--- src/verilog/ppod_pkg.sv ---
// Overview of operation
// - Sample the sense pin while port enabled.
// - Flag overcurrent on low lasting minimum width.
// - Flag overcurrent on two lows within window.
// - Ignore the pin during power-on lockout.
// - Minimum width field 3:0, 0-5 ms, default 5.
// - Double-pulse window 8 bits in ms, default 14h.
// - Lockout 8 bits in ms, default 0Ah.
// - Drive the pin low while power is off.
// - Power on: release driver, enable pull-up.
// - Any low while powered means overcurrent; code flags only lows past lockout meeting min width or double-pulse rule.
// - Ganged mode: one overcurrent flags every port.
// - Individual per-port mode is the reset default; code takes the mode from the i_ganged_mode input, with no reset value.
package ppod_pkg;

    localparam int unsigned PPOD_CLK_PERIOD_NS  = 20;
    localparam int unsigned PPOD_TICK_PERIOD_US = 1000;
    localparam int unsigned PPOD_TICK_CYCLES    =
        (PPOD_TICK_PERIOD_US * 1000) / PPOD_CLK_PERIOD_NS;

    localparam int unsigned PPOD_ADDR_W = 16;

    localparam logic [15:0] PPOD_ADDR_LOCKOUT   = 16'h30E1;
    localparam logic [15:0] PPOD_ADDR_MIN_WIDTH = 16'h30EA;
    localparam logic [15:0] PPOD_ADDR_DBL_WIN   = 16'h30EB;

    localparam logic [7:0] PPOD_RST_LOCKOUT   = 8'h0A;
    localparam logic [3:0] PPOD_RST_MIN_WIDTH = 4'h5;
    localparam logic [7:0] PPOD_RST_DBL_WIN   = 8'h14;

    localparam int unsigned PPOD_MIN_WIDTH_MSB = 3;
    localparam logic [3:0]  PPOD_MIN_WIDTH_MAX = 4'h5;

    typedef enum logic [1:0] {
        PPOD_OFF     = 2'b00,
        PPOD_LOCKOUT = 2'b01,
        PPOD_MONITOR = 2'b11
    } ppod_state_t;

endpackage

--- src/verilog/ppod_port_power.sv ---
module ppod_port_power
    import ppod_pkg::*;
#(
    parameter int unsigned N_PORTS     = 6,
    parameter int unsigned TICK_CYCLES = PPOD_TICK_CYCLES
) (
    // Clock and reset
    input  wire logic               i_clk,
    input  wire logic               i_rst_n,
    // Register port
    input  wire logic [15:0]        i_reg_addr,
    input  wire logic               i_reg_wr,
    input  wire logic               i_reg_rd,
    input  wire logic [7:0]         i_reg_wdata,
    output logic      [7:0]         o_reg_rdata,
    // Port control
    input  wire logic               i_ganged_mode,
    input  wire logic [N_PORTS-1:0] i_port_power_en,
    input  wire logic [N_PORTS-1:0] i_oc_clear,
    // Port power sense pins
    input  wire logic [N_PORTS-1:0] i_port_power_sense_pin,
    output logic      [N_PORTS-1:0] o_port_power_sense_pin,
    output logic      [N_PORTS-1:0] o_port_power_sense_pin_oe,
    output logic      [N_PORTS-1:0] o_pullup_en,
    // Overcurrent status
    output logic      [N_PORTS-1:0] o_overcurrent,
    output logic      [N_PORTS-1:0] o_oc_event
);

    logic       tick;
    logic [7:0] lockout_time;
    logic [3:0] min_width;
    logic [7:0] dbl_window;
    logic [7:0] next_lockout_time;
    logic [3:0] next_min_width;
    logic [7:0] next_dbl_window;
    logic [7:0] next_rdata;
    logic [3:0] min_width_eff;

    logic [N_PORTS-1:0] pwr_on;
    logic [N_PORTS-1:0] det;
    logic [N_PORTS-1:0] next_overcurrent;
    logic [N_PORTS-1:0] next_pin_oe;

    ppod_ms_tick #(
        .TICK_CYCLES (TICK_CYCLES)
    ) u_tick (
        .i_clk   (i_clk),
        .i_rst_n (i_rst_n),
        .o_tick  (tick)
    );

    // Codes above the documented range behave as the largest width.
    assign min_width_eff = (min_width > PPOD_MIN_WIDTH_MAX) ?
                           PPOD_MIN_WIDTH_MAX : min_width;

    always_comb begin
        next_lockout_time = lockout_time;
        next_min_width    = min_width;
        next_dbl_window   = dbl_window;
        next_rdata        = 8'h00;
        if (i_reg_wr) begin
            case (i_reg_addr)
                PPOD_ADDR_LOCKOUT: begin
                    next_lockout_time = i_reg_wdata;
                end
                PPOD_ADDR_MIN_WIDTH: begin
                    next_min_width =
                        i_reg_wdata[PPOD_MIN_WIDTH_MSB:0];
                end
                PPOD_ADDR_DBL_WIN: begin
                    next_dbl_window = i_reg_wdata;
                end
                default: begin
                end
            endcase
        end
        if (i_reg_rd) begin
            case (i_reg_addr)
                PPOD_ADDR_LOCKOUT:   next_rdata = lockout_time;
                PPOD_ADDR_MIN_WIDTH: next_rdata = {4'h0, min_width};
                PPOD_ADDR_DBL_WIN:   next_rdata = dbl_window;
                default:             next_rdata = 8'h00;
            endcase
        end
    end

    always_ff @(posedge i_clk or negedge i_rst_n) begin
        if (!i_rst_n) begin
            lockout_time <= PPOD_RST_LOCKOUT;
            min_width    <= PPOD_RST_MIN_WIDTH;
            dbl_window   <= PPOD_RST_DBL_WIN;
            o_reg_rdata  <= 8'h00;
        end else begin
            lockout_time <= next_lockout_time;
            min_width    <= next_min_width;
            dbl_window   <= next_dbl_window;
            o_reg_rdata  <= next_rdata;
        end
    end

    // In ganged mode port 0's pin is the shared pin and its power request
    // steers every port; the other pins mirror it.
    always_comb begin
        for (int i = 0; i < N_PORTS; i++) begin
            pwr_on[i] = i_ganged_mode ? i_port_power_en[0]
                                      : i_port_power_en[i];
        end
    end

    generate
        for (genvar g = 0; g < N_PORTS; g++) begin : g_port
            ppod_state_t state;
            ppod_state_t next_state;
            logic [7:0]  lock_cnt;
            logic [7:0]  next_lock_cnt;
            logic [3:0]  low_ms;
            logic [3:0]  next_low_ms;
            logic [7:0]  win_cnt;
            logic [7:0]  next_win_cnt;
            logic        armed;
            logic        next_armed;
            logic        prev_low;
            logic        next_prev_low;
            logic        det_r;
            logic        next_det;
            logic        pin_low;
            logic        single_hit;
            logic        double_hit;
            logic        fall;

            always_comb begin
                next_state    = state;
                next_lock_cnt = lock_cnt;
                next_low_ms   = low_ms;
                next_win_cnt  = win_cnt;
                next_armed    = armed;
                next_prev_low = prev_low;
                next_det      = 1'b0;
                pin_low       = ~i_port_power_sense_pin[g];
                single_hit    = 1'b0;
                double_hit    = 1'b0;
                fall          = 1'b0;
                case (state)
                    PPOD_OFF: begin
                        if (pwr_on[g]) begin
                            next_state    = PPOD_LOCKOUT;
                            next_lock_cnt = lockout_time;
                        end
                    end
                    PPOD_LOCKOUT: begin
                        // The pin is not looked at here, so a slow ramp
                        // cannot be mistaken for a fault.
                        if (!pwr_on[g]) begin
                            next_state = PPOD_OFF;
                        end else if (lock_cnt == 8'h00) begin
                            next_state    = PPOD_MONITOR;
                            next_low_ms   = 4'h0;
                            next_win_cnt  = 8'h00;
                            next_armed    = 1'b0;
                            next_prev_low = 1'b0;
                        end else if (tick) begin
                            next_lock_cnt = lock_cnt - 8'h01;
                        end
                    end
                    PPOD_MONITOR: begin
                        if (!pwr_on[g]) begin
                            next_state = PPOD_OFF;
                        end else begin
                            next_prev_low = pin_low;
                            if (!pin_low) begin
                                next_low_ms = 4'h0;
                            end else if (tick && low_ms != 4'hF) begin
                                next_low_ms = low_ms + 4'h1;
                            end
                            single_hit = pin_low
                                && (low_ms >= min_width_eff);
                            fall       = pin_low && !prev_low;
                            double_hit = fall && armed;
                            if (armed && tick) begin
                                next_win_cnt = win_cnt - 8'h01;
                                if (win_cnt <= 8'h01) begin
                                    next_armed = 1'b0;
                                end
                            end
                            if (fall && !armed) begin
                                next_armed   = 1'b1;
                                next_win_cnt = dbl_window;
                            end
                            if (single_hit || double_hit) begin
                                next_det    = 1'b1;
                                next_low_ms = 4'h0;
                                next_armed  = 1'b0;
                            end
                        end
                    end
                    default: begin
                        next_state = PPOD_OFF;
                    end
                endcase
            end

            always_ff @(posedge i_clk or negedge i_rst_n) begin
                if (!i_rst_n) begin
                    state    <= PPOD_OFF;
                    lock_cnt <= 8'h00;
                    low_ms   <= 4'h0;
                    win_cnt  <= 8'h00;
                    armed    <= 1'b0;
                    prev_low <= 1'b0;
                    det_r    <= 1'b0;
                end else begin
                    state    <= next_state;
                    lock_cnt <= next_lock_cnt;
                    low_ms   <= next_low_ms;
                    win_cnt  <= next_win_cnt;
                    armed    <= next_armed;
                    prev_low <= next_prev_low;
                    det_r    <= next_det;
                end
            end

            assign det[g] = det_r;
        end
    endgenerate

    always_comb begin
        for (int i = 0; i < N_PORTS; i++) begin
            // A new detection wins over a clear in the same cycle.
            next_overcurrent[i] = (o_overcurrent[i] & ~i_oc_clear[i])
                | (i_ganged_mode ? det[0] : det[i]);
            next_pin_oe[i]      = ~pwr_on[i];
        end
    end

    always_ff @(posedge i_clk or negedge i_rst_n) begin
        if (!i_rst_n) begin
            o_overcurrent             <= '0;
            o_oc_event                <= '0;
            o_port_power_sense_pin_oe <= '1;
            o_pullup_en               <= '0;
            o_port_power_sense_pin    <= '0;
        end else begin
            o_overcurrent             <= next_overcurrent;
            o_oc_event                <= next_overcurrent & ~o_overcurrent;
            o_port_power_sense_pin_oe <= next_pin_oe;
            o_pullup_en               <= ~next_pin_oe;
            o_port_power_sense_pin    <= '0;
        end
    end

endmodule

--- src/verilog/ppod_ms_tick.sv ---
module ppod_ms_tick
    import ppod_pkg::*;
#(
    parameter int unsigned TICK_CYCLES = PPOD_TICK_CYCLES
) (
    // Clock and reset
    input  wire logic i_clk,
    input  wire logic i_rst_n,
    // Tick
    output logic      o_tick
);

    localparam int unsigned CW = (TICK_CYCLES > 1) ? $clog2(TICK_CYCLES) : 1;
    localparam logic [CW-1:0] LAST = CW'(TICK_CYCLES - 1);

    logic [CW-1:0] cnt;
    logic [CW-1:0] next_cnt;
    logic          next_tick;

    always_comb begin
        next_tick = (cnt == LAST);
        next_cnt  = next_tick ? '0 : cnt + CW'(1);
    end

    always_ff @(posedge i_clk or negedge i_rst_n) begin
        if (!i_rst_n) begin
            cnt    <= '0;
            o_tick <= 1'b0;
        end else begin
            cnt    <= next_cnt;
            o_tick <= next_tick;
        end
    end

endmodule

--- config.mk ---
export PLATFORM = sky130hd
export DESIGN_NAME = ppod_port_power
export DESIGN_NICKNAME = d
export VERILOG_FILES = /design/src/verilog/ppod_pkg.sv /design/src/verilog/ppod_port_power.sv /design/src/verilog/ppod_ms_tick.sv
export SDC_FILE = /design/constraint.sdc
export NUM_CORES = 1
export LEC_CHECK = 0
export ABC_CLOCK_PERIOD_IN_PS = 2700
export BUFFER_PORTS_ARGS = -buffer_cell sky130_fd_sc_hd__buf_2
export CAP_MARGIN = 20
export CORE_MARGIN = 4
export CORE_UTILIZATION = 55
export DETAILED_ROUTE_END_ITERATION = 7
export GPL_TIMING_DRIVEN = 0
export PLACE_DENSITY = 0.74
export SYNTH_ARGS = -nofsm -noshare
export SYNTH_HDL_FRONTEND = slang
export SYNTH_SLANG_ARGS = --single-unit
--- constraint.sdc ---
create_clock -name i_clk -period 2.7 [get_ports i_clk]
set_input_delay 0.27 -clock i_clk [delete_from_list [all_inputs] [get_ports i_clk]]
set_output_delay 0.27 -clock i_clk [all_outputs]
set_load 0.005 [all_outputs]
Word level (Yosys, flattened, before mapping)

Index checks and enable logic that the tools add are counted.

Register bits after elaboration: 219
Output and inout bits: 38
Word-level logic and storage cells: 558

Add/subtract/negate cells: 19
$lt $le $gt $ge: 13
Eq/ne operators: 94
Mux-type cells: 230
Bitwise operators: 33
Reductions and logical operators: 117

Operator list:

| cell                                                                              | count |
|---|---|
| 8-bit two-way mux                                                                 | 55 |
| 8-bit case mux with 2 select lines                                                | 12 |
| 4-bit two-way mux                                                                 | 37 |
| 4-bit inequality test (second input constant)                                     | 24 |
| 8-bit by 1-bit subtractor with 8-bit output (second input constant)               | 12 |
| 5-bit AND reduction                                                               | 18 |
| 1-bit two-way mux                                                                 | 76 |
| 2-bit inequality test (second input constant)                                     | 36 |
| 16-bit by 14-bit equality test with 1-bit output (second input constant)          | 3 |
| 8-bit by 1-bit less-or-equal comparator with 1-bit output (second input constant) | 6 |
| 8-bit logical NOT                                                                 | 6 |
| 2-bit two-way mux                                                                 | 24 |
| 4-bit case mux with 2 select lines                                                | 6 |
| 1-bit logical AND                                                                 | 36 |
| 3-bit inequality test (second input constant)                                     | 12 |
| 2-bit case mux with 3 select lines                                                | 6 |
| 6-bit AND reduction                                                               | 6 |
| 4-bit by 1-bit adder with 4-bit output (second input constant)                    | 6 |
| 4-bit >= comparator                                                               | 6 |
| 1-bit case mux with 2 select lines                                                | 12 |
| 8-bit case mux with 3 select lines                                                | 1 |
| 4-bit AND reduction                                                               | 6 |
| 2-bit nonzero test                                                                | 12 |
| 1-bit inverter                                                                    | 18 |
| 16 further kinds                                                                  | 70 |

Depth between registers and ports, before layout

Depth after elaboration: 8
Gate-level depth with buffers: 9
Gate-level depth less buffers: 8

Cells and area by module

From an unflattened synthesis, not the netlist that was laid out.

Cell total of the unflattened synthesis: 1,360
Area total of the unflattened synthesis: 12,434.4 um2

By module, submodules not included:

| module          | times used | cells an instance | area each (um2) |
|---|---|---|---|
| ppod_port_power | 1          | 1,292             | 11,647.4 |
| ppod_ms_tick    | 1          | 68                | 787.0 |

Least setup slack after synthesis

No wires, ideal clock.

Kind: register to register
From: register min_width[1]
To: register g_port[0].low_ms[0]
Data arrival time: 2.247 ns
Setup slack: 0.387 ns
Cell stages (with the launch flop): 8
Clock period less this slack: 2.313 ns
Path through: dfrtp_1 -> a211o_1 -> ha_1 -> nand2b_1 -> a2111oi_0 -> o21ai_0 -> nor3_1 -> mux2_2

Word-level cells in the longest chain between the ends: 8
Elaborated cells on any way between the ends: 10
Classes of those cells: 2 x order compare; 1 x eq/ne; 4 x mux; 3 x reduce/logical

RTL lines:

| element                                       | line                   | RTL |
|---|---|---|
| from (decl)                                   | ppod_port_power.sv:32  | `logic [3:0] min_width;` |
| from (signal assigned)                        | ppod_port_power.sv:96  | `min_width <= next_min_width;` |
| 4-bit by 3-bit > comparator with 1-bit output | ppod_port_power.sv:54  | `assign min_width_eff = (min_width > PPOD_MIN_WIDTH_MAX) ?` |
| 4-bit two-way mux (*)                         | ppod_port_power.sv:54  |  |
| 4-bit >= comparator (*)                       | ppod_port_power.sv:177 | `&& (low_ms >= min_width_eff);` |
| 1-bit logical AND (*)                         | ppod_port_power.sv:177 |  |
| 1-bit logical OR (*)                          | ppod_port_power.sv:190 | `if (single_hit \|\| double_hit) begin` |
| 4-bit two-way mux                             | ppod_port_power.sv:190 |  |
| 4-bit two-way mux                             | ppod_port_power.sv:167 | `if (!pwr_on[g]) begin` |
| 4-bit case mux with 2 select lines            | ppod_port_power.sv:144 | `case (state)` |
| to (signal assigned)                          | ppod_port_power.sv:215 | `low_ms <= next_low_ms;` |
| to (decl)                                     | ppod_port_power.sv:117 | `logic [3:0] low_ms;` |

Every way passes the cells marked *; elsewhere a longest branch is shown, timed or not. The select of a mux whose other input is x is not followed.
A chain may end at the register's enable or synchronous reset.

Final worst setup path

Same ends and word-level chain as after synthesis.

==> results.toml <==
[cells_and_area]
fin_area_sq_um = 14100
antennaDiodeCount = 0
fin_util_pct = 64.6
fill_cells = 1837
nets = 1592
drive_gt1_share_pct = 13.5
fin_cells = 1789
syn_to_final_growth_pct = 15.3

[sta]
fin_crit_ps = 2590
maxSlewViolCount = 0
maxSlewHeadroom_pct = 39.3
setup-tns-final_ps = 0
setup_viol = 0
post-route-period-util_pct = 95.8
hold_viol = 0
fin_skew_ps = 8.88
worst_slew_pin_slew_ps = 885
hold_slack_ps = 21.1
rsz0062_at_grt = "false"
fin_ws_ps = 114
fmax_mhz = 387

[cts]
cts_buffers = 25
h-tree-depth = 1
cts_sinks = 219
clk_latency_ps = 530
cts_setup_buffers = 0
cts_max_path_buffers = 3
cts_root_buf = "clkbuf_16"
cts_tree = "done"
cts.clk_slew.worst_paths_ps = 60

[status]
outcome = "completed"

[pwr]
intPower_mw = 7.73
pwr-share-clk_pct = 28.0
p_seq_share_pct = 37.3
p_leak_nw = 6.30
p_switching_mw = 4.78
power_mw = 12.5
combPwrFrac_pct = 34.7
swShare_pct = 38.2
irDropWorstVdd_uv = 485
power_density_nw_per_um2 = 887

[setup_path]
worst-setup-path-type = "reg -> reg"
crit_path_max_fanout = 6
endpoint_kind = "register"
critPathLaunchType = "register"
arrival_ps = 3060
worstReg2RegEnd = "g_port[0].low_ms[0]$_DFFE_PN0P_"
required_ps = 3170
r2r_start = "min_width[1]$_DFFE_PN0P_"
reg2reg_depth = 7
r2r_slack_ps = 110

[place]
place_area_sq_um = 13100
gp_congestion = 0.908
dp_cells = 1729
pre_cts_ws_ps = -739
dpl.hpwl_microns = 21500
io_buffers = 78

[drt]
drtPass1Iterations = 5
post_drt_wl_per_cell_microns = 17.8
drc = 0
vias_per_cell = 6.06
final_antenna_net_count = 0
drtIter0Drc = 1053
vias = 10800
drt-total-wl_microns = 31800

[die]
fp.dieW_microns = 157
initial_core_util_pct = 56.1
ios = 85
rows = 54
core_area_sq_um = 21800
dieHeight_microns = 157
die_area_sq_um = 24700

[synthesis]
syn_area_per_cell_sq_um = 9.00
synthArstFlopShare_pct = 100
synth_seq_cells = 219
synth_edf_count = 0
syn-cell-area_sq_um = 12200
syn_inst = 1359
synth.distinct_cells = 77
seq_area_frac_synth_pct = 44.9
ys.flop_type = "dfrtp_1"
synth_warnings = 0

[min_path]
whs_endpoint = "o_port_power_sense_pin_oe[4]$_DFF_PN1_"
hp-start = "i_port_power_en[4]"
hold_depth = 2
min_path_type = "in -> reg"

[grt]
grt_pass1_vias = 10100
grt_overflow = 0
grt_pass1_wl_microns = 50900
antenna_found_initial = 2
grt_max_degree = 119
grtUsageTotal_pct = 25.3

[flow_run]
maxCapViolations = 0
cell type report:
class | instances | area, sq um | area share [%]
Inverter | 65 | 244 | 1.73
Buffer | 65 | 282 | 2.00
Clock buffer | 30 | 674 | 4.78
Sequential cell | 219 | 5500 | 39.0
Timing Repair Buffer | 94 | 579 | 4.11
Tap cell | 280 | 350 | 2.48
Clock inverter | 16 | 183 | 1.30
Multi-Input combinational cell | 1020 | 6290 | 44.6
routing by layer:
layer  part of all wire (%)  GRT usage, %
met2                     45          40.2
met5                      0             0
met4                    3.9          9.14
met3                    5.9          4.04
met1                     45          35.5
synth_stat cells, types with 18 or more instances:
library cell / n / area [sq um]
dfrtp_1: 207 / 5180
o21ai_0: 182 / 911
a21oi_1: 108 / 541
mux2_2: 22 / 248
inv_1: 63 / 236
clkbuf_1: 47 / 176
a22oi_1: 18 / 135
nand3_1: 33 / 165
nand2b_1: 27 / 169
nor2_1: 139 / 522
nor4_1: 31 / 194
nand2_1: 67 / 251
nor3_1: 57 / 285
ha_1: 55 / 688
timing repair:
| action | CTS | global route |
|---|---|---|
| cloned | 0 | 0 |
| hold endpoints to repair | 122 | 0 |
| pin swaps | 0 | 0 |
| resized for setup | 6 | 11 |
| setup endpoints to repair | 36 | 18 |
| hold buffers | 14 | 0 |
registers in the layout, indices dropped and copies added, names as in the netlist, 8 cells and up:
signal           count
g_port.low_ms       24
g_port.lock_cnt     48
lockout_time         8
g_port.win_cnt      48
u_tick.cnt          16
g_port.state        12
dbl_window           8
o_reg_rdata          8
how the worst max path moves through the flow:
stage                                   startpoint                         endpoint  slack (ps)  cells past startpoint
after floorplan           min_width[1]$_DFFE_PN0P_  g_port[0].low_ms[0]$_DFFE_PN0P_         390                      7
after global placement                     i_rst_n  g_port[1].low_ms[2]$_DFFE_PN0P_       -2410                      1
after detailed placement  min_width[3]$_DFFE_PN0P_  g_port[0].low_ms[0]$_DFFE_PN0P_        -740                      7
after CTS                 min_width[1]$_DFFE_PN0P_  g_port[0].low_ms[0]$_DFFE_PN0P_           6                      7
after global routing      min_width[1]$_DFFE_PN0P_  g_port[5].low_ms[2]$_DFFE_PN0P_         0.6                      7
final                     min_width[1]$_DFFE_PN0P_  g_port[0].low_ms[0]$_DFFE_PN0P_         110                      7
logic make-up (layout without fill, tap and decap cells):
family          after synthesis  in the layout  synth area share [%]
other cells                   2             12                0.0614
compound gates              431            431                  21.0
flops                       219            219                  44.9
buf+inv                     130            270                  4.29
xor+xnor                     13             13                 0.931
fa+ha+maj                    55             55                  5.63
simple gates                474            474                  20.0
mux                          35             35                  3.15
worst max-delay path, stage by stage, from the launching register on:
cell and delay, ps:
dfrtp_1 420, a211o_2 520, ha_1 330, nand2b_1 150, a2111oi_2 430, o21ai_1 210, nor3_2 280, mux2_2 200
power by group through the flow:
stage | clock (mW) | sequential [mW] | combinational [mW]
3_3_place_gp | 0 | 4.66 | 4.11
4_1_cts | 3.57 | 4.64 | 4.27
5_1_grt | 3.71 | 4.77 | 4.99
3_5_place_dp | 0 | 4.68 | 4.23
2_1_floorplan | 0 | 4.50 | 3.33
6_report | 3.50 | 4.67 | 4.34
cells in the final DEF (no fill, tap or decap), types with 6 or more instances in the layout:
| cell | Yosys | layout |
|---|---|---|
| nor3_1 | 57 | 55 |
| a311o_1 | 6 | 6 |
| a22oi_1 | 18 | 18 |
| mux2i_1 | 9 | 9 |
| or4_1 | 11 | 11 |
| nor4_1 | 31 | 31 |
| a22o_1 | 11 | 11 |
| xor2_1 | 8 | 8 |
| nand3_1 | 33 | 33 |
| nand2b_1 | 27 | 27 |
| nor2_1 | 139 | 138 |
| a21oi_1 | 108 | 107 |
| nand4_1 | 11 | 11 |
| o22ai_1 | 6 | 6 |
| a31o_2 | 7 | 7 |
| o21ai_0 | 182 | 179 |
| dlygate4sd3_1 | 0 | 14 |
| a32oi_1 | 8 | 8 |
| dfrtp_1 | 207 | 207 |
| and3_1 | 13 | 13 |
| nand2_1 | 67 | 66 |
| o21ai_1 | 3 | 6 |
| buf_4 | 8 | 8 |
| nor2b_1 | 12 | 12 |
| o211ai_1 | 6 | 6 |
| nor3b_1 | 17 | 17 |
| clkbuf_16 | 0 | 25 |
| mux2_2 | 22 | 22 |
| buf_2 | 5 | 82 |
| conb_1 | 2 | 12 |
| a211oi_1 | 10 | 8 |
| clkbuf_1 | 47 | 48 |
| inv_1 | 63 | 63 |
| and2_1 | 6 | 6 |
| a31oi_1 | 16 | 16 |
| dfstp_2 | 12 | 12 |
| or3_1 | 17 | 17 |
| ha_1 | 55 | 55 |
| a21o_1 | 9 | 9 |
(Power assumes the default switching activity.)
